===== config.mk =====
export PLATFORM = sky130hd
export DESIGN_NAME = fdhc_drive
export DESIGN_NICKNAME = d
export VERILOG_FILES = /design/src/logic/fdhc_pkg.sv /design/src/logic/fdhc_drive.sv /design/src/logic/fdhc_spd_mon.sv /design/src/logic/fdhc_timer.sv
export SDC_FILE = /design/constraint.sdc
export NUM_CORES = 1
export LEC_CHECK = 0
export ABC_CLOCK_PERIOD_IN_PS = 20400
export BUFFER_PORTS_ARGS = -buffer_cell sky130_fd_sc_hd__buf_2
export CAP_MARGIN = 20
export CELL_PAD_IN_SITES_DETAIL_PLACEMENT = 1
export CELL_PAD_IN_SITES_GLOBAL_PLACEMENT = 1
export CORE_MARGIN = 1
export CORE_UTILIZATION = 51
export CTS_CLUSTER_DIAMETER = 40
export CTS_CLUSTER_SIZE = 25
export DETAILED_ROUTE_END_ITERATION = 12
export PLACE_DENSITY_LB_ADDON = 0.1
export SYNTH_ARGS = -nofsm -noshare
export SYNTH_HDL_FRONTEND = slang
export SYNTH_HIERARCHICAL = 1
export SYNTH_SLANG_ARGS = --single-unit

===== constraint.sdc =====
create_clock -name clk_sys -period 20.4 [get_ports clk_sys]
set_clock_uncertainty 0.05 [all_clocks]
set_input_delay 2.04 -clock clk_sys [delete_from_list [all_inputs] [get_ports clk_sys]]
set_output_delay 2.04 -clock clk_sys [all_outputs]
set_load 0.02 [all_outputs]

===== src/logic/fdhc_pkg.sv =====
package fdhc_pkg;
  // clock
  localparam int CLK_MHZ = 125;
  localparam int CLK_NS = 8;
  localparam int CNT_W = 26;
  typedef logic [CNT_W-1:0] fdhc_cnt_t;
  // erase gate delays, microseconds
  localparam int ERASE_ON_STD_US = 200;
  localparam int ERASE_ON_HD_US = 175;
  localparam int ERASE_OFF_STD_US = 860;
  localparam int ERASE_OFF_HD_US = 500;
  localparam int ERASE_ON_STD_CYC = ERASE_ON_STD_US * CLK_MHZ;
  localparam int ERASE_ON_HD_CYC = ERASE_ON_HD_US * CLK_MHZ;
  localparam int ERASE_OFF_STD_CYC = ERASE_OFF_STD_US * CLK_MHZ;
  localparam int ERASE_OFF_HD_CYC = ERASE_OFF_HD_US * CLK_MHZ;
  // stepping timing, microseconds
  localparam int STEP2_US = 3000;
  localparam int OVERLAP_US = 600;
  localparam int STEP2_CYC = STEP2_US * CLK_MHZ;
  localparam int OVERLAP_CYC = OVERLAP_US * CLK_MHZ;
  // index pulse width (least) and interval window, microseconds
  localparam int IDX_W_STD_US = 2000;
  localparam int IDX_W_HD_US = 1000;
  localparam int IDX_LO_STD_US = 197000;
  localparam int IDX_HI_STD_US = 203000;
  localparam int IDX_LO_HD_US = 164200;
  localparam int IDX_HI_HD_US = 169200;
  localparam int IDX_W_STD_CYC = IDX_W_STD_US * CLK_MHZ;
  localparam int IDX_W_HD_CYC = IDX_W_HD_US * CLK_MHZ;
  localparam int IDX_LO_STD_CYC = IDX_LO_STD_US * CLK_MHZ;
  localparam int IDX_HI_STD_CYC = IDX_HI_STD_US * CLK_MHZ;
  localparam int IDX_LO_HD_CYC = IDX_LO_HD_US * CLK_MHZ;
  localparam int IDX_HI_HD_CYC = IDX_HI_HD_US * CLK_MHZ;
  // half rated speed: interval below twice the window's upper limit
  localparam int HALF_STD_CYC = 2 * IDX_HI_STD_CYC;
  localparam int HALF_HD_CYC = 2 * IDX_HI_HD_CYC;
  // read data pulse width, nanoseconds
  localparam int RD_W_STD_NS = 1000;
  localparam int RD_W_HD_NS = 500;
  localparam int RD_W_STD_CYC = (RD_W_STD_NS + CLK_NS - 1) / CLK_NS;
  localparam int RD_W_HD_CYC = (RD_W_HD_NS + CLK_NS - 1) / CLK_NS;
  // register offsets
  localparam logic [7:0] ADDR_CTRL = 8'h00;
  localparam logic [7:0] ADDR_STATUS = 8'h04;
  localparam logic [7:0] ADDR_IRQ_STAT = 8'h08;
  localparam logic [7:0] ADDR_IRQ_MASK = 8'h0c;
  localparam logic [7:0] ADDR_TRACK = 8'h10;
  // control fields and reset value
  localparam int CTRL_HD = 0;
  localparam int CTRL_TPI96 = 1;
  localparam int CTRL_ALWAYS_SEL = 2;
  localparam int CTRL_SPIN_GATE = 3;
  localparam logic [3:0] CTRL_RST = 4'h8;
  // interrupt event bits
  localparam int IRQ_W = 4;
  localparam int EV_INDEX = 0;
  localparam int EV_READY = 1;
  localparam int EV_SPEED = 2;
  localparam int EV_STEP = 3;
  // stepping motor phases
  typedef enum logic [1:0] {
    FDHC_PH_A = 2'b00,
    FDHC_PH_B = 2'b01,
    FDHC_PH_C = 2'b10,
    FDHC_PH_D = 2'b11
  } fdhc_phase_t;
endpackage : fdhc_pkg


===== src/logic/fdhc_drive.sv =====
// Behaviour
// - spindle runs while gated motor-run asserted
// - index interval checked against speed window
// - erase gate delayed after write gate
// - track zero needs phase A, step-out
// - 48 tpi: two motor steps per pulse
// - 48 tpi: phase B briefly on parity
// - 96 tpi: one motor step per pulse
// - 96 tpi: phase B on tracks 1+4n
// - old and new phase overlap 0.6 ms
// - index output pulses per hole, stretched
// - read pulses follow flux spacing
// - write protect follows masked notch
// - direction latched at each step pulse
// - 48 tpi second step 3 ms after pulse ends
// - ready on second index after half speed
// - write needs notch, gate, selection
//
// Decided for this implementation: register access over APB and the address map.
`timescale 1ns/1ns
`default_nettype none
module fdhc_drive #(
  parameter int ERASE_ON_STD = fdhc_pkg::ERASE_ON_STD_CYC,
  parameter int ERASE_ON_HD = fdhc_pkg::ERASE_ON_HD_CYC,
  parameter int ERASE_OFF_STD = fdhc_pkg::ERASE_OFF_STD_CYC,
  parameter int ERASE_OFF_HD = fdhc_pkg::ERASE_OFF_HD_CYC,
  parameter int STEP2 = fdhc_pkg::STEP2_CYC,
  parameter int OVERLAP = fdhc_pkg::OVERLAP_CYC,
  parameter int IDX_W_STD = fdhc_pkg::IDX_W_STD_CYC,
  parameter int IDX_W_HD = fdhc_pkg::IDX_W_HD_CYC,
  parameter int IDX_LO_STD = fdhc_pkg::IDX_LO_STD_CYC,
  parameter int IDX_HI_STD = fdhc_pkg::IDX_HI_STD_CYC,
  parameter int IDX_LO_HD = fdhc_pkg::IDX_LO_HD_CYC,
  parameter int IDX_HI_HD = fdhc_pkg::IDX_HI_HD_CYC,
  parameter int HALF_STD = fdhc_pkg::HALF_STD_CYC,
  parameter int HALF_HD = fdhc_pkg::HALF_HD_CYC
) (
  input wire logic clk_sys,
  input wire logic rst_b,
  input wire logic [7:0] paddr,
  input wire logic psel,
  input wire logic penable,
  input wire logic pwrite,
  input wire logic [31:0] pwdata,
  output logic [31:0] prdata,
  output logic pready,
  output logic pslverr,
  output logic irq,
  input wire logic motor_on,
  input wire logic drive_sel,
  input wire logic step,
  input wire logic dir_in,
  input wire logic write_gate,
  input wire logic trk0_sensor,
  input wire logic index_hole,
  input wire logic notch_open,
  input wire logic rd_flux,
  output logic spindle_run,
  output logic write_en,
  output logic erase_gate,
  output logic [3:0] phase_drive,
  output logic phase_b_probe,
  output logic track0_b,
  output logic index_b,
  output logic read_data_b,
  output logic write_protect_b,
  output logic ready_b
);
  typedef fdhc_pkg::fdhc_cnt_t cnt_t;

  // one-hot coil pattern of a phase
  function automatic logic [3:0] fdhc_onehot(input logic [1:0] p);
    return 4'h1 << p;
  endfunction : fdhc_onehot

  // pick the model's count
  function automatic cnt_t fdhc_pick(input logic hd, input int s, input int h);
    return hd ? cnt_t'(h) : cnt_t'(s);
  endfunction : fdhc_pick

  // reset release through two flops
  logic rst_q1;
  logic rst_n;
  always_ff @(posedge clk_sys or negedge rst_b) begin
    if (!rst_b) begin
      rst_q1 <= 1'b0;
      rst_n <= 1'b0;
    end else begin
      rst_q1 <= 1'b1;
      rst_n <= rst_q1;
    end
  end

  // registers
  logic [3:0] ctrl;
  logic [fdhc_pkg::IRQ_W-1:0] irq_stat;
  logic [fdhc_pkg::IRQ_W-1:0] irq_mask;
  logic [7:0] track_pos;
  logic hd;
  logic tpi96;
  assign hd = ctrl[fdhc_pkg::CTRL_HD];
  assign tpi96 = ctrl[fdhc_pkg::CTRL_TPI96];

  // model-dependent terminal counts
  wire cnt_t erase_on_len = fdhc_pick(hd, ERASE_ON_STD, ERASE_ON_HD);
  wire cnt_t erase_off_len = fdhc_pick(hd, ERASE_OFF_STD, ERASE_OFF_HD);
  wire cnt_t idx_w_len = fdhc_pick(hd, IDX_W_STD, IDX_W_HD);
  wire cnt_t idx_lo = fdhc_pick(hd, IDX_LO_STD, IDX_LO_HD);
  wire cnt_t idx_hi = fdhc_pick(hd, IDX_HI_STD, IDX_HI_HD);
  wire cnt_t half_len = fdhc_pick(hd, HALF_STD, HALF_HD);
  wire cnt_t rd_w_len = fdhc_pick(hd, fdhc_pkg::RD_W_STD_CYC, fdhc_pkg::RD_W_HD_CYC);

  // apb decode
  wire apb_setup = psel && !penable;
  wire apb_acc = psel && penable;
  wire hit_ctrl = (paddr == fdhc_pkg::ADDR_CTRL);
  wire hit_status = (paddr == fdhc_pkg::ADDR_STATUS);
  wire hit_istat = (paddr == fdhc_pkg::ADDR_IRQ_STAT);
  wire hit_imask = (paddr == fdhc_pkg::ADDR_IRQ_MASK);
  wire hit_track = (paddr == fdhc_pkg::ADDR_TRACK);
  wire hit_any = hit_ctrl | hit_status | hit_istat | hit_imask | hit_track;
  wire wr_ok = apb_acc && pwrite && hit_any;
  assign pready = 1'b1;
  assign pslverr = apb_acc && !hit_any;

  // input edge history
  logic step_q;
  logic idx_q;
  logic rd_q;
  always_ff @(posedge clk_sys or negedge rst_n) begin
    if (!rst_n) begin
      step_q <= 1'b0;
      idx_q <= 1'b0;
      rd_q <= 1'b0;
    end else begin
      step_q <= step;
      idx_q <= index_hole;
      rd_q <= rd_flux;
    end
  end
  wire step_rise = step && !step_q;
  wire step_fall = !step && step_q;
  wire idx_edge = index_hole && !idx_q;
  wire rd_edge = rd_flux && !rd_q;

  // spindle and write qualification
  wire spin_req = motor_on && ctrl[fdhc_pkg::CTRL_SPIN_GATE];
  wire sel_ok = drive_sel || ctrl[fdhc_pkg::CTRL_ALWAYS_SEL];
  wire write_ok = notch_open && write_gate && sel_ok;

  // erase gate delay counter
  cnt_t erase_cnt;
  wire cnt_t erase_lim = write_ok ? erase_on_len : erase_off_len;
  always_ff @(posedge clk_sys or negedge rst_n) begin
    if (!rst_n) begin
      erase_gate <= 1'b0;
      erase_cnt <= '0;
    end else if (write_ok == erase_gate) begin
      erase_cnt <= '0;
    end else if (erase_cnt >= erase_lim) begin
      erase_gate <= write_ok;
      erase_cnt <= '0;
    end else begin
      erase_cnt <= erase_cnt + 1'b1;
    end
  end

  // direction latch, high means step-out
  logic dir_out;
  always_ff @(posedge clk_sys or negedge rst_n) begin
    if (!rst_n) begin
      dir_out <= 1'b1;
    end else if (step_rise) begin
      dir_out <= dir_in;
    end
  end

  // second internal step for 48 tpi
  logic step2_done;
  fdhc_timer u_step2 (
    .clk_sys(clk_sys),
    .rst_n(rst_n),
    .start(step_fall && !tpi96),
    .len(cnt_t'(STEP2)),
    .busy(),
    .done(step2_done)
  );

  // motor step events: external, plus the second one in 48 tpi
  wire mstep = step_rise || (step2_done && !tpi96);
  // an external step moves with the direction sampled at its own edge,
  // the second internal step with the latched one
  wire dir_now = step_rise ? dir_in : dir_out;
  wire ph_inc = tpi96 ? !dir_now : dir_now;

  // phase sequencer with overlap
  fdhc_pkg::fdhc_phase_t phase;
  fdhc_pkg::fdhc_phase_t phase_old;
  logic ovl_busy;
  always_ff @(posedge clk_sys or negedge rst_n) begin
    if (!rst_n) begin
      phase <= fdhc_pkg::FDHC_PH_A;
      phase_old <= fdhc_pkg::FDHC_PH_A;
    end else if (mstep) begin
      phase_old <= phase;
      phase <= fdhc_pkg::fdhc_phase_t'(ph_inc ? phase + 2'h1 : phase - 2'h1);
    end
  end

  fdhc_timer u_overlap (
    .clk_sys(clk_sys),
    .rst_n(rst_n),
    .start(mstep),
    .len(cnt_t'(OVERLAP)),
    .busy(ovl_busy),
    .done()
  );

  // coil drive: new phase, old phase too during overlap
  wire [3:0] next_drive = fdhc_onehot(phase) | (ovl_busy ? fdhc_onehot(phase_old) : 4'h0);
  always_ff @(posedge clk_sys or negedge rst_n) begin
    if (!rst_n) begin
      phase_drive <= 4'h1;
    end else begin
      phase_drive <= next_drive;
    end
  end
  assign phase_b_probe = phase_drive[fdhc_pkg::FDHC_PH_B];

  // head position, one count per external step
  always_ff @(posedge clk_sys or negedge rst_n) begin
    if (!rst_n) begin
      track_pos <= 8'h00;
    end else if (step_rise && dir_in && track_pos != 8'h00) begin
      track_pos <= track_pos - 8'h01;
    end else if (step_rise && !dir_in && track_pos != 8'hff) begin
      track_pos <= track_pos + 8'h01;
    end
  end

  // index stretch and read pulse shaping
  logic idx_busy;
  logic rd_busy;
  fdhc_timer u_idx (
    .clk_sys(clk_sys),
    .rst_n(rst_n),
    .start(idx_edge),
    .len(idx_w_len),
    .busy(idx_busy),
    .done()
  );
  fdhc_timer u_rd (
    .clk_sys(clk_sys),
    .rst_n(rst_n),
    .start(rd_edge),
    .len(rd_w_len),
    .busy(rd_busy),
    .done()
  );

  // speed detector and ready
  logic ready;
  logic speed_ok;
  logic speed_err;
  fdhc_spd_mon u_spd (
    .clk_sys(clk_sys),
    .rst_n(rst_n),
    .run(spin_req),
    .idx_edge(idx_edge),
    .lo(idx_lo),
    .hi(idx_hi),
    .half(half_len),
    .ready(ready),
    .speed_ok(speed_ok),
    .speed_err(speed_err)
  );

  // interface outputs
  logic ready_q;
  wire trk0_next = trk0_sensor && (phase == fdhc_pkg::FDHC_PH_A) && dir_out;
  always_ff @(posedge clk_sys or negedge rst_n) begin
    if (!rst_n) begin
      spindle_run <= 1'b0;
      write_en <= 1'b0;
      track0_b <= 1'b1;
      index_b <= 1'b1;
      read_data_b <= 1'b1;
      write_protect_b <= 1'b1;
      ready_b <= 1'b1;
      ready_q <= 1'b0;
    end else begin
      spindle_run <= spin_req;
      write_en <= write_ok;
      track0_b <= !trk0_next;
      index_b <= !idx_busy;
      read_data_b <= !(rd_busy && !write_en);
      write_protect_b <= notch_open;
      ready_b <= !ready;
      ready_q <= ready;
    end
  end

  // sticky events, write one to clear, set wins
  wire [fdhc_pkg::IRQ_W-1:0] ev = {mstep, speed_err, ready != ready_q, idx_edge};
  wire [fdhc_pkg::IRQ_W-1:0] clr = (wr_ok && hit_istat) ? pwdata[fdhc_pkg::IRQ_W-1:0] : '0;
  assign irq = |(irq_stat & irq_mask);

  // register writes
  always_ff @(posedge clk_sys or negedge rst_n) begin
    if (!rst_n) begin
      ctrl <= fdhc_pkg::CTRL_RST;
      irq_mask <= '0;
      irq_stat <= '0;
    end else begin
      irq_stat <= (irq_stat & ~clr) | ev;
      if (wr_ok && hit_ctrl) begin
        ctrl <= pwdata[3:0];
      end
      if (wr_ok && hit_imask) begin
        irq_mask <= pwdata[fdhc_pkg::IRQ_W-1:0];
      end
    end
  end

  // read mux, captured in the setup cycle
  wire [31:0] status_word = {19'h0, speed_ok, ready, erase_gate, write_en,
                             !write_protect_b, !track0_b, dir_out, phase_drive, phase};
  wire [31:0] rd_mux = hit_ctrl ? {28'h0, ctrl} :
                       hit_status ? status_word :
                       hit_istat ? {28'h0, irq_stat} :
                       hit_imask ? {28'h0, irq_mask} :
                       hit_track ? {24'h0, track_pos} : 32'h0;
  always_ff @(posedge clk_sys or negedge rst_n) begin
    if (!rst_n) begin
      prdata <= 32'h0;
    end else if (apb_setup) begin
      prdata <= rd_mux;
    end
  end
endmodule : fdhc_drive
`default_nettype wire


===== src/logic/fdhc_spd_mon.sv =====
`timescale 1ns/1ns
`default_nettype none
module fdhc_spd_mon (
  input wire logic clk_sys,
  input wire logic rst_n,
  input wire logic run,
  input wire logic idx_edge,
  input wire fdhc_pkg::fdhc_cnt_t lo,
  input wire fdhc_pkg::fdhc_cnt_t hi,
  input wire fdhc_pkg::fdhc_cnt_t half,
  output logic ready,
  output logic speed_ok,
  output logic speed_err
);
  fdhc_pkg::fdhc_cnt_t cnt;
  logic seen;
  logic half_ok;
  logic [1:0] idx_n;
  wire in_win = (cnt >= lo) && (cnt <= hi);
  wire fast_half = seen && (cnt < half);

  // interval counter, saturating at the half-speed limit
  always_ff @(posedge clk_sys or negedge rst_n) begin
    if (!rst_n) begin
      cnt <= '0;
      seen <= 1'b0;
    end else if (!run) begin
      cnt <= '0;
      seen <= 1'b0;
    end else if (idx_edge) begin
      cnt <= '0;
      seen <= 1'b1;
    end else if (cnt < half) begin
      cnt <= cnt + 1'b1;
    end
  end

  // speed detector, pre-ready and ready latches
  always_ff @(posedge clk_sys or negedge rst_n) begin
    if (!rst_n) begin
      half_ok <= 1'b0;
      idx_n <= 2'h0;
      speed_ok <= 1'b0;
    end else if (!run || (cnt >= half)) begin
      half_ok <= 1'b0;
      idx_n <= 2'h0;
      speed_ok <= 1'b0;
    end else if (idx_edge) begin
      half_ok <= fast_half;
      speed_ok <= seen && in_win;
      if (half_ok && idx_n != 2'h2) begin
        idx_n <= idx_n + 2'h1;
      end
    end
  end

  assign ready = (idx_n == 2'h2);
  assign speed_err = idx_edge && half_ok && !in_win;
endmodule : fdhc_spd_mon
`default_nettype wire


===== src/logic/fdhc_timer.sv =====
`timescale 1ns/1ns
`default_nettype none
module fdhc_timer (
  input wire logic clk_sys,
  input wire logic rst_n,
  input wire logic start,
  input wire fdhc_pkg::fdhc_cnt_t len,
  output logic busy,
  output logic done
);
  fdhc_pkg::fdhc_cnt_t cnt;

  // down counter, retriggered by start
  always_ff @(posedge clk_sys or negedge rst_n) begin
    if (!rst_n) begin
      cnt <= '0;
    end else if (start) begin
      cnt <= len;
    end else if (cnt != '0) begin
      cnt <= cnt - 1'b1;
    end
  end

  // busy while running, done on last count
  assign busy = (cnt != '0);
  assign done = (cnt == fdhc_pkg::fdhc_cnt_t'(1)) && !start;
endmodule : fdhc_timer
`default_nettype wire


# Word-level counts from Yosys, hierarchy flattened
# Index checks and enable logic that the tools add are counted.
# W data, S select, Z words.
# word_totals
in_bits	54
word_cells	185
register_bits	236
output_inout_bits	48
# op_classes
n_mux	42
addsub	11
shift	2
n_eq_ne	12
n_reduce_logical	70
n_bitwise	10
magnitude_cmp	5
# ops
op	count
$mux W26	13
$reduce_bool A26 Y1	4
$sub A26 B1 Y26 const B	4
$add A26 B1 Y26 const B	2
$mux W8	5
$mux W17	2
$logic_and A1 B1 Y1	31
$eq A26 B1 Y1 const B	1
$ge A26 B17 Y1	1
$ge A26 B25 Y1	1
$ge A26 B26 Y1	1
$le A26 B25 Y1	1
$lt A26 B26 Y1	1
$mux W13	2
$mux W25	1
$mux W24	1
$mux W23	1
$logic_not A1 Y1	19
$mux W18	1
$eq A8 B4 Y1 const B	2
$mux W14	1
$reduce_bool A2 Y1	7
$add A8 B1 Y8 const B	1
$and A4 B4 Y4	2
27 further kinds	47

# Longest topological paths before layout
# Gate-level depths: netlist (run 1).
# depth
ltp_word	11
depth_mapped	13
mapped_depth_nobuf	10

# Hierarchy
# Netlist (run 1), hierarchy kept.
# by_module_without_submodules
module	area_each_um2	seq_area_each_um2	n_inst	cells_per_inst
fdhc_timer (u_idx ...)	1539.0	650.6	3	168
fdhc_drive	4355.4	2062.0	1	416
fdhc_spd_mon	3570.9	775.7	1	450
fdhc_timer (u_step2)	1751.7	650.6	1	199

# Least setup slack after synthesis (run 1)
# Ideal clock, no wire load.
# synth_timing
path_kind	input -> output
startpoint	input paddr[7]
endpoint	output pslverr
n_path_buf	0
slack_ns	15.411
t_required_ns	18.310
arrival_time_ns	2.899
path_stages	3
cell_sequence	or4_4 -> nor2_1 -> a21oi_1
# synth_via
elab_chain_len	7
elab_cells_between_ends	11
cone_classes	4 x eq/ne; 4 x bitwise; 3 x reduce/logical
# synth_lines
item	line_no	source
start: declaration	fdhc_drive.sv:40	input wire logic [7:0] paddr,
$eq A8 B3 Y1 / $logic_not A8 Y1 (equally long branches)	fdhc_drive.sv:117, fdhc_drive.sv:116	
$or A1 B1 Y1 (3 in series)	fdhc_drive.sv:121	wire hit_any = hit_ctrl | hit_status | hit_istat | hit_imask | hit_track;
$or A1 B1 Y1 *	fdhc_drive.sv:121	
$logic_not A1 Y1 *	fdhc_drive.sv:124	assign pslverr = apb_acc && !hit_any;
$logic_and A1 B1 Y1 *	fdhc_drive.sv:124	
end: declaration	fdhc_drive.sv:47	output logic pslverr,
# Every way passes the cells marked *; elsewhere a longest branch is shown, timed or not.

# Worst setup path in the final report (run 1)
# Same ends and word-level chain as after synthesis.

==> impl.org, run 1 <==
** Route
- Wire per inst :: approximately 18 µm
- Average via count per standard cell :: roughly 5.6
- Residual DRC count :: 0
- The first detailed-routing pass ran for 5 iterations.
- Total vias in the final route :: approximately 12,000
- In this run the remaining antenna-violating nets after routing total 0.
- The final layout contains routed wiring with a total length of between 30,000 and 40,000 µm.
- After the first detailed-routing iteration, the DRC count stood at about 640.

** Critical path
- Arrival time reported for the critical path endpoint :: about 3.2 ns
- Cell type of the slowest stage on the worst timing path :: or4_4
- Worst path depth :: 5
- The most numerous cell type found on the critical path is buf_2.
- Endpoint required time on the critical path :: 18.31 ns
- Setup crit end kind :: output port
- Walking the worst path, the cells encountered are buf_2 > or4_4 > nor2_1 > a21oi_1 > buf_2.
- In this run the critical register-to-register path is captured at u_spd/cnt[1].
- The setup check on the worst reg-to-reg path leaves a slack of 16.39 ns.
- Launching element type of the critical path :: input port
- The largest single stage delay on the critical path is 0.59 ns.
- Worst Path Buf+Inv :: 2
- Max FO, Critical Path :: 5
- Type of the worst setup path :: input port to output port
- Number of cell instances on the worst register-to-register path :: 9
- Cell family contributing the most delay on the critical path :: simple AND/OR/NAND/NOR gates
- The startpoint identified for the worst register-to-register timing path is ctrl[0].

** Power and ir drop
- Switching part of the total :: 0.3157
- Combinational share of power :: 0.176
- Dividing total power by cell area gives a power density of 95.47 nW/µm².
- Maximum vdd ir drop :: approximately 0.074 mV
- Internal power comes to 1098 µW.
- Reg power frac :: 0.364
- Clock share of power :: 0.460
- Net switching component of the power :: a little over 500 µW
- The design draws 1604 µW.
- Cell leakage power :: around 0.0078 µW

** Timing
- Final setup violating endpoints :: 0
- Post-Route Setup TNS :: 0 ns
- At the pin with the least slew margin, the transition time is just under 1 ns.
- The clock period could shrink to around 5.3 ns.
- In the post-route analysis, the smallest setup slack over all paths is around 15 ns.
- Measured against its own limit, the worst slew margin works out to 0.3389.
- In the finished design, the share of the clock period the worst path needs comes to 0.2585.
- Derived from the worst setup path, the maximum achievable clock frequency is around 190 MHz.
- The number of endpoints with negative hold slack in the final report came to 0.
- Max Slew Vio Count :: 0
- Setup repair after global routing left no endpoint under its margin.

** Layout
- At the end of the flow the core is filled with cells to 0.6200.
- Compared with the post-synthesis result, the final layout area differs by 18.41%.
- Share of cells above drive strength 1 :: 0.1149
- Nets :: just under 2,000

** Floorplan
- Initial Utilization :: 0.5236
- During I/O placement, the number of pins put on the boundary was roughly 100.
- The floorplan step set the die width to around 170 µm.
- Placeable core region :: about 27,000 µm²
- Rows :: 60
- Vertical die dimension :: 168.8 µm
- The floorplan step defined a die boundary enclosing between 20,000 and 30,000 µm².

** GRT
- Grt ovf :: 0
- First-pass GRT wire length :: 66,790 µm
- The number of global-route vias before repair was approximately 13,000.
- The initial antenna violation count came to 5.
- Across every metal layer, demand over resource in global routing totals 0.2889.
- Entering global routing, the biggest net connects just under 70 pins.

** Placement
- The congestion estimate from routability-driven global placement came to between 0.8 and 0.9.
- During placement, the flow inserted port buffers numbering 53.
- After legalization and detailed placement, the total HPWL measured 26,200 µm.
- OpenSTA, run right after detailed placement, puts the worst setup slack at between 15 and 20 ns.

** Clock tree
- Count of clock tree sinks :: about 220
- Buffers inserted to repair hold after CTS numbered 0.
- The H-tree was split into 2 levels.
- Clock-pin slew was measured on the worst setup and hold paths at 0.05 ns.
- Post-CTS timing repair inserted 0 buffers for setup.
- Bufs on Longest Clock Path :: 3
- TritonCTS built the clock tree.
- Clock tree synthesis inserted a total of 42 buffers.
- # resized after CTS :: 0
- The clock reaches the later pin of the worst-skew pair after roughly 0.53 ns.
- Cell at the root of the clock tree :: clkbuf_16

** Logic synthesis
- The synthesized netlist occupies a cell area of roughly 14,000 µm².
- Averaged over all synthesized cells, the footprint is around 9.1 µm².
- For this run, the number of Yosys warnings is 6.
- After technology mapping, the gate count stands at approximately 1,600.

** Worst hold path
- Kind of path behind the tightest hold check :: register to async pin

** Status
- The run finished with clean final reports.

** Job
- Across the run, the number of max-cap violations was 0.
metal layers:
metal,share of wire,vias to the layer above,track usage
li1,-,5845,-
met1,0.43,6140,0.3543
met2,0.50,232,0.5138
met3,0.043,77,0.04887
met4,0.023,0,0.09447
met5,0,-,0
how the worst max path moves through the flow:
| stage | start | endpoint | slack (ns) |
|---|---|---|---|
| final | paddr[7] | pslverr | 15.13 |
| after global placement | paddr[7] | pslverr | 15.16 |
| after detailed placement | paddr[7] | pslverr | 15.15 |
| after floorplan | rst_n | ctrl[0] | 13.87 |
| after CTS | paddr[7] | pslverr | 15.13 |
| after global routing | paddr[7] | pslverr | 15.08 |
worst reg2reg max path: stages (launching register included):
cell	delay (ns)
dfrtp_1	0.38
inv_1	0.68
inv_1	0.12
ha_1	0.35
nand4_1	0.15
or4_1	0.66
o211ai_1	0.81
buf_4	0.39
mux2i_1	0.24
nor2_1	0.06
registers in the layout, indices dropped and copies added (netlist names), 2 cells and up:
| register | count |
|---|---|
| prdata | 13 |
| u_step2/cnt | 26 |
| phase_old | 2 |
| irq_stat | 4 |
| u_rd/cnt | 26 |
| phase_drive | 4 |
| ctrl | 4 |
| phase | 2 |
| u_idx/cnt | 26 |
| u_overlap/cnt | 26 |
| u_spd/idx_n | 2 |
| u_spd/cnt | 26 |
| track_pos | 8 |
| irq_mask | 4 |
| erase_cnt | 26 |
per-stage QoR:
step / instance area, µm² / instances / hold slack, ns
global route: 16790 / 2174 / 0.2242
floorplan: 14850 / 1730 / 0.2812
global placement: 15270 / 2093 / 0.1958
CTS: 16770 / 2171 / 0.2060
detailed placement: 15270 / 2093 / 0.1998
finish: 16800 / 2178 / 0.1838
power by group through the flow:
| stage | Clock, µW | Combinational, µW | Sequential, µW |
|---|---|---|---|
| floorplan | 0 | 210 | 571 |
| global placement | 0 | 256 | 580 |
| detailed placement | 0 | 272 | 585 |
| CTS | 748 | 282 | 582 |
| global route | 766 | 318 | 593 |
| finish | 737 | 283 | 584 |
final cells by class:
class / count / area [µm²]
multi-input cells: 1308 / 8518
repair buffers: 65 / 362.8
clock buffers: 48 / 1104
clock inverters: 30 / 396.6
inverters: 133 / 499.2
fillers: 3186 / 10300
diodes: 5 / 12.51
well taps: 372 / 465.4
flip-flops and latches: 217 / 5444
cell usage in the layout (no fill, tap or decap), types with 6 or more instances in the layout:
master and instances:
a211oi_1 28, a21o_1 12, a21oi_1 62, a22oi_1 11, and3_1 17, and4_1 14, buf_2 53, buf_4 11
bufinv_16 7, clkbuf_16 42, conb_1 179, dfrtp_1 208, dfstp_2 8, ha_1 112, inv_1 133, inv_6 9
mux2_2 12, mux2i_1 9, nand2_1 160, nand2b_1 11, nand3_1 41, nand4_1 36, nor2_1 109, nor2b_1 7
nor3_1 48, nor3b_1 12, nor4_1 29, o211ai_1 17, o21a_1 6, o21ai_0 76, o311ai_0 6, o31ai_1 40
or3_1 19, or4_1 27, or4_4 9, xnor2_1 68, xor2_1 36
Note: power is estimated with default switching activity, not from simulation.
==> run 2, diff against run 1 <==
ABC_CLOCK_PERIOD_IN_PS = 5100   (was 20400)
CORE_UTILIZATION = 48   (was 51)
clock period = 5.1 ns   (was 20.4 ns; I/O delays follow)
==> run 2 against run 1 <==
Clock power increased to 3.8 times the previous value. Critical path depth increased by 4. Register-to-register slack worse by 15 ns. Cell area shrank 0.44%. Wire length shrank 1.2%. Hold slack lost 0.13 ns. Flip-flop and latch count stayed put. Final cell count is 0.18% higher. Largest cell class unchanged. Global-route usage decreased by 1.9 points.
==> impl.org, run 2 (synthesized netlist as in run 1, its figures left out) <==
** Clock tree
- Hold Buf Count CTS :: 1
- Deepest level of the CTS H-tree :: 2
- Cell at the root of the clock tree :: clkbuf_16
- The longest clock path from root to sink contains 3 buffers.
- In this run the post-CTS setup repair buffer count came out at 0.
- Clock transition time at the flip-flop clock pins of the worst setup and hold paths :: ~0.050 ns
- In this run, CTS created clock tree buffers numbering 40.
- Once the clock tree was built, the resizer swapped 0 gates to a different size.
- Worst-skew pair later-pin latency :: about 0.53 ns
- TritonCTS built the clock tree.
- Count of clock tree sinks :: ~220

** Layout
- Final non-filler cell area :: 16,730 µm²
- Registers take ~5400 µm².
- Multi-input gate area :: about 8500 µm²
- The library cell used most frequently in the layout, excluding fill and tap cells, is dfrtp_1.
- Compared with the post-synthesis result, the final layout area differs by 17.89%.
- Number of filler cells placed in the layout :: between 3,000 and 4,000
- The finished layout holds 2,182 standard cells, fillers aside.
- Share of cells above drive strength 1 :: 0.1124
- After the last flow step, the layout net total stands at just under 2,000.
- Commonest non-fill, non-tap cells in the layout :: dfrtp_1 (208), conb_1 (179), nand2_1 (160)

** Timing
- Static timing analysis puts the maximum clock frequency at about 270 MHz.
- Max Slew Vio Count :: 0
- Setup violations remaining at the end of the flow were counted as 0.
- Post-Route Setup TNS :: 0 ns
- Min cycle time layout :: 3.677 ns
- Final period utilization :: 0.7210
- The number of endpoints with negative hold slack in the final report is 0.
- At the pin with the least slew margin, the transition time is between 1 and 1.5 ns.
- Max-slew headroom :: 0.3091
- RSZ-0062 raised after global routing :: no

** Critical path
- STA classifies the critical path startpoint as a register.
- Max FO, Critical Path :: 13
- Number of cell instances on the worst register-to-register path :: 9
- End point of the critical path :: u_spd/cnt[17]
- Setup crit end kind :: register
- In this run the critical register-to-register path is launched from ctrl[0].
- Tracing the worst setup path back leads to its startpoint at ctrl[0].
- By startpoint and endpoint, the worst setup path is classified as register to register.
- FF-to-FF End :: u_spd/cnt[17]
- Endpoint required time on the critical path :: around 5.5 ns
- Arrival time reported for the critical path endpoint :: between 4 and 5 ns
- For flop-to-flop paths, the worst setup slack is ~1.4 ns.

** Power and ir drop
- Combinational share of power :: 0.179
- Switching part of the total :: 0.3157
- Power spread over the standard cell area amounts to 371.9 nW/µm².
- Of the total power, registers draw 0.374.
- Cell leakage power :: 0.007739 µW
- VDD sags by at most roughly 0.26 mV.
- Of the total power, the clock network draws 0.447.
- For this design the total switching power over the nets is 1964 µW.
- Cell internal power was estimated by the tool at 4257 µW.

** GRT
- Across every metal layer, demand over resource in global routing totals 0.2696.
- First-pass GRT wire length :: ~67,000 µm
- Entering global routing, the biggest net connects about 120 pins.
- Antenna violations before repair :: 2
- Vias in the first global route :: 13,380
- Grt ovf :: 0

** Placement
- After detailed placement, the total cell area comes to approximately 15,000 µm².
- Including well taps, the total number of placed cells is 2,106.
- Global placer's final weighted congestion :: between 0.8 and 0.9
- Buffers placed on the I/O ports in this run total between 50 and 60.
- Once detailed placement completed, the half-perimeter wirelength came to ~26,000 µm.

** Floorplan
- In this run the core area contains 62 standard-cell rows.
- The die is roughly 170 µm wide.
- The floorplan step defined a die boundary enclosing roughly 30,000 µm².
- In this run the count of I/O pins placed on the die edge is between 100 and 150.
- Placeable core region :: 28,860 µm²
- The floorplan step set the die height to 173.9 µm.
- Initial Utilization :: 0.4917

** Status
- Status :: finished clean

** Route
- For this run, design rule violations remaining after detail routing come to 0.
- Routed signal wires occupy layers up through met5.
- The detail route stage leaves a number of antenna-violating nets equal to 0.
- TritonRoute pass-1 iters :: 5
- Drt total wl :: around 39,000 µm
- For this block, the initial DRC count from the detailed router was just under 800.
- Met2 wire length :: between 15,000 and 20,000 µm
- Using the TritonRoute via totals, the vias-per-cell ratio works out to 5.619.
- The detailed router put a total of 17,140 µm of wire on met1.
- Wire per inst :: approximately 18 µm
- The routed layout has about 12,000 vias.
- Amount of wire on met3 after detailed routing :: approximately 1500 µm

** Worst hold path
- The tightest min-delay check is of the input port to register type.

** Job
- Max Cap Violations :: 0
run 2: how the worst min path moves through the flow:
| stage | from | end | slack, ns | cells past startpoint |
|---|---|---|---|---|
| 6_report | notch_open | write_protect_b | 0.05 | 1 |
| 2_1_floorplan | rst_b | rst_n | 0.16 | 0 |
| 5_1_grt | notch_open | write_protect_b | 0.04 | 1 |
| 3_5_place_dp | rst_b | rst_q1 | 0.25 | 1 |
| 4_1_cts | notch_open | write_protect_b | 0.04 | 1 |
| 3_3_place_gp | rst_b | rst_q1 | 0.25 | 1 |
run 2: metrics by stage:
stage	total power, µW	hold WS (ns)	setup WS [ns]	utilization
3_5_place_dp	3428	0.2474	1.471	0.5304
3_3_place_gp	3359	0.2455	1.557	0.5304
6_report	6221	0.05488	1.423	0.5797
5_1_grt	6534	0.04172	1.101	0.5796
2_1_floorplan	3126	0.1644	1.488	-
4_1_cts	6271	0.03869	1.447	0.5791
run 2: layout make-up:
type / count / area share
Multi-Input combinational cell: 1308 / 0.5095
Sequential cell: 217 / 0.3254
Clock buffer: 45 / 0.06215
Inverter: 133 / 0.02984
Tap cell: 384 / 0.02872
Timing Repair Buffer: 66 / 0.02304
Clock inverter: 28 / 0.02117
Antenna cell: 1 / 0.0001496
run 2: routing by layer:
layer / track usage / vias to the layer above
li1: - / 5830
met2: 0.4700 / 208
met4: 0.08443 / 4
met5: 0 / -
met1: 0.3419 / 6143
met3: 0.04199 / 75
run 2: critical path, cell delays in order (launching register included):
cell and delay (ns):
dfrtp_1 0.38, inv_1 0.42, inv_1 0.10, ha_1 0.35, nand4_1 0.15, nor3_1 0.08
a222oi_1 0.57, o2111ai_1 0.66, or4_1 0.68, a21oi_1 0.16
run 2: power groups by stage:
stage	combinational [µW]	clock, µW	sequential [µW]
after floorplan	841	0	2290
after global placement	1030	0	2330
after detailed placement	1090	0	2340
after CTS	1110	2830	2330
after global routing	1250	2910	2370
final	1110	2780	2330
==> run 3, diff against run 2 <==
ABC_CLOCK_PERIOD_IN_PS = 3700   (was 5100)
clock period = 3.7 ns   (was 5.1 ns; I/O delays follow)
==> run 3 against run 2 <==
Final cell count rose by 0.50%. First-iteration DRC count shrank 27%. Non-clock buffer count up 13. Flip-flop and latch count did not move. Sequential share of layout area down 0.12 points. Setup slack lost 1.0 ns. Hold slack lost 0.013 ns. Critical path depth up 1. Clock power grew 32%. Power rose by 36%. Cell area is 0.36% higher. Largest cell class unchanged. Largest power group unchanged.
==> impl.org, run 3 (synthesized netlist as in run 1, its figures left out) <==
** Power and ir drop
- The worst-case IR drop observed on VDD is around 0.36 mV.
- Cell leakage power :: ~0.008 µW
- Dividing total power by cell area gives a power density of around 500 nW/µm².

** GRT
- Largest net degree at the start of global routing :: just over 90
- The number of global-route vias before repair is 13,150.
- The first global-routing pass estimated 66,010 µm of wire.
- GRT Util Overall :: 0.2664
- Grt ovf :: 0
- Antenna violations before repair :: 3

** Layout
- Of the cells placed in the final design, the portion with a size suffix greater than 1 is 0.1134.
- P&R area growth vs syn :: 18.31%
- Most common cell after layout, fill and taps aside :: dfrtp_1
- The net count of the finished layout is around 2,000.
- Number of filler cells placed in the layout :: about 3,400
- Sequential cell area :: between 5000 and 6000 µm²
- Excluding fillers, the count of instances in the completed layout stands at between 2,000 and 2,500.
- Multi-input gate area :: between 8000 and 9000 µm²
- Commonest non-fill, non-tap cells in the layout :: dfrtp_1 (208), conb_1 (179), nand2_1 (160)

** Critical path
- Max FO, Critical Path :: 13
- Register-to-register setup slack :: 0.39 ns
- STA puts the critical path data arrival time at 3.66 ns.
- Type of the worst setup path :: register to register
- Endpoint required time on the critical path :: slightly above 4 ns
- Launching element type of the critical path :: register
- The worst setup path is captured at a register.

** Placement
- During placement, the flow inserted port buffers numbering 53.
- At the end of routability-driven placement, the weighted congestion stood at 0.8338.
- Number of placed instances, taps included :: ~2,100
- HPWL after DPL :: 26,520 µm

** Timing
- Max Slew Vio Count :: 0
- Timing would allow up to roughly 300 MHz.
- Max-slew headroom :: 0.2608
- Final setup violating endpoints :: 0
- For the finished layout, the period the worst path requires is about 3.3 ns.
- Final period utilization :: 0.8956
- The number of endpoints with negative hold slack in the final report was 0.
- RSZ-0062 raised after global routing :: no
- Post-Route Setup TNS :: 0 ns
- Pin slew with the least headroom to its limit :: 1.109 ns

** Clock tree
- Count of clock tree sinks :: about 220
- The H-tree generated during clock tree synthesis spans 2 levels.
- At the later pin of the worst-skew pair, clock insertion delay measures roughly 0.52 ns.
- Bufs on Longest Clock Path :: 3
- In this run the post-CTS setup repair buffer count came out at 0.
- The tree is rooted in a clkbuf_16.
- TritonCTS built the clock tree.
- After clock tree synthesis, the clock-pin slew on the worst setup and hold paths is ~0.06 ns.
- Once the clock tree was built, the resizer swapped 0 gates to a different size.
- Number of buffers inserted during clock tree synthesis :: 39

** Route
- Post-route ant nets :: 0
- After detailed routing, the average wire length per cell comes to 17.81 µm.
- For this run, the detailed router's first-pass iteration total came to 5.
- The routed layout has between 10,000 and 15,000 vias.
- Average via count per standard cell :: about 5.6
- Drt total wl :: slightly below 40,000 µm
- For this block, the initial DRC count from the detailed router was roughly 570.
- In the routed design, unresolved DRC markers number 0.

** Status
- The flow ran to the end, and the final reports show no timing, DRC or antenna violations.

** Job
- Across the run, the number of max-cap violations was 0.

** Floorplan
- Number of top-level pins :: between 100 and 150
- The core region is 28,860 µm².
- The initial utilization of the core area, before any placement, comes to 0.4917.
- Rows :: between 60 and 70
- Width of the die :: 173.9 µm
- Vertical die dimension :: between 150 and 200 µm
- The die covers just over 30,000 µm².

** Worst hold path
- Kind of path behind the tightest hold check :: input port to register
run 3: cell types whose count changed in the layout (fill, tap and decap cells not counted), moves of 2 or more:
cell / delta
inv_6: -8
dlygate4sd3_1: +5
buf_4: +8
clkbuf_1: +2
clkinv_4: +3
clkinv_2: +2
clkinvlp_4: -2
run 3: critical path, stage by stage, from the launching register on:
cell	delay [ns]
dfrtp_1	0.38
inv_1	0.44
inv_1	0.10
ha_1	0.35
nand4_1	0.15
nor3_1	0.08
a222oi_1	0.55
o2111ai_1	0.20
buf_4	0.22
or4_1	0.50
a21oi_1	0.16
run 3: what timing repair did:
item                                    CTS  global route
hold buffers                              6             0
endpoints found under the setup margin    0             0
hold endpoints to repair                  7             0
run 3: path summary, 6_finish.rpt:
kind | from | end | cells past startpoint
hold / removal | pwdata[3] | irq_stat[3] | 2
max in group asynchronous | rst_n | index_b | 1
hold reg to reg | rst_n | u_idx/cnt[6] | 0
min in group asynchronous | rst_b | rst_n | 2
setup reg to reg | ctrl[0] | u_spd/cnt[19] | 10
setup / recovery | ctrl[0] | u_spd/cnt[19] | 10
run 3: through the flow:
stage | util | power [µW] | hold slack [ns] | cell area [µm²] | setup slack, ns
2_1_floorplan | - | 4309 | 0.02441 | 14860 | 0.08766
3_3_place_gp | 0.5332 | 4647 | 0.1056 | 15390 | 0.5049
3_5_place_dp | 0.5332 | 4745 | 0.1068 | 15390 | 0.4146
4_1_cts | 0.5816 | 8540 | 0.02511 | 16780 | 0.3651
5_1_grt | 0.5816 | 8883 | 0.02532 | 16780 | 0.1033
6_report | 0.5818 | 8470 | 0.04170 | 16790 | 0.3862
run 3: metal layers:
layer	up-vias	wire length [µm]	global-route usage
met4	2	823	0.07968
met5	-	13	0
met2	183	19540	0.4682
met1	6066	17310	0.3372
met3	72	1372	0.03981
li1	5867	-	-
run 3: power by group:
group / leakage [µW] / total (µW) / switching (µW) / internal (µW)
Combinational: 0.00441 / 1570 / 903 / 665
Clock: 0.000661 / 3680 / 1260 / 2420
Sequential: 0.00271 / 3220 / 481 / 2740
Total: 0.00778 / 8470 / 2640 / 5830
run 3: layout make-up:
class,count,area share
clock buffers,47,0.06171
flip-flops and latches,217,0.3243
multi-input cells,1308,0.5077
well taps,384,0.02862
repair buffers,79,0.02981
diodes,2,0.0002981
inverters,133,0.02974
clock inverters,23,0.01789
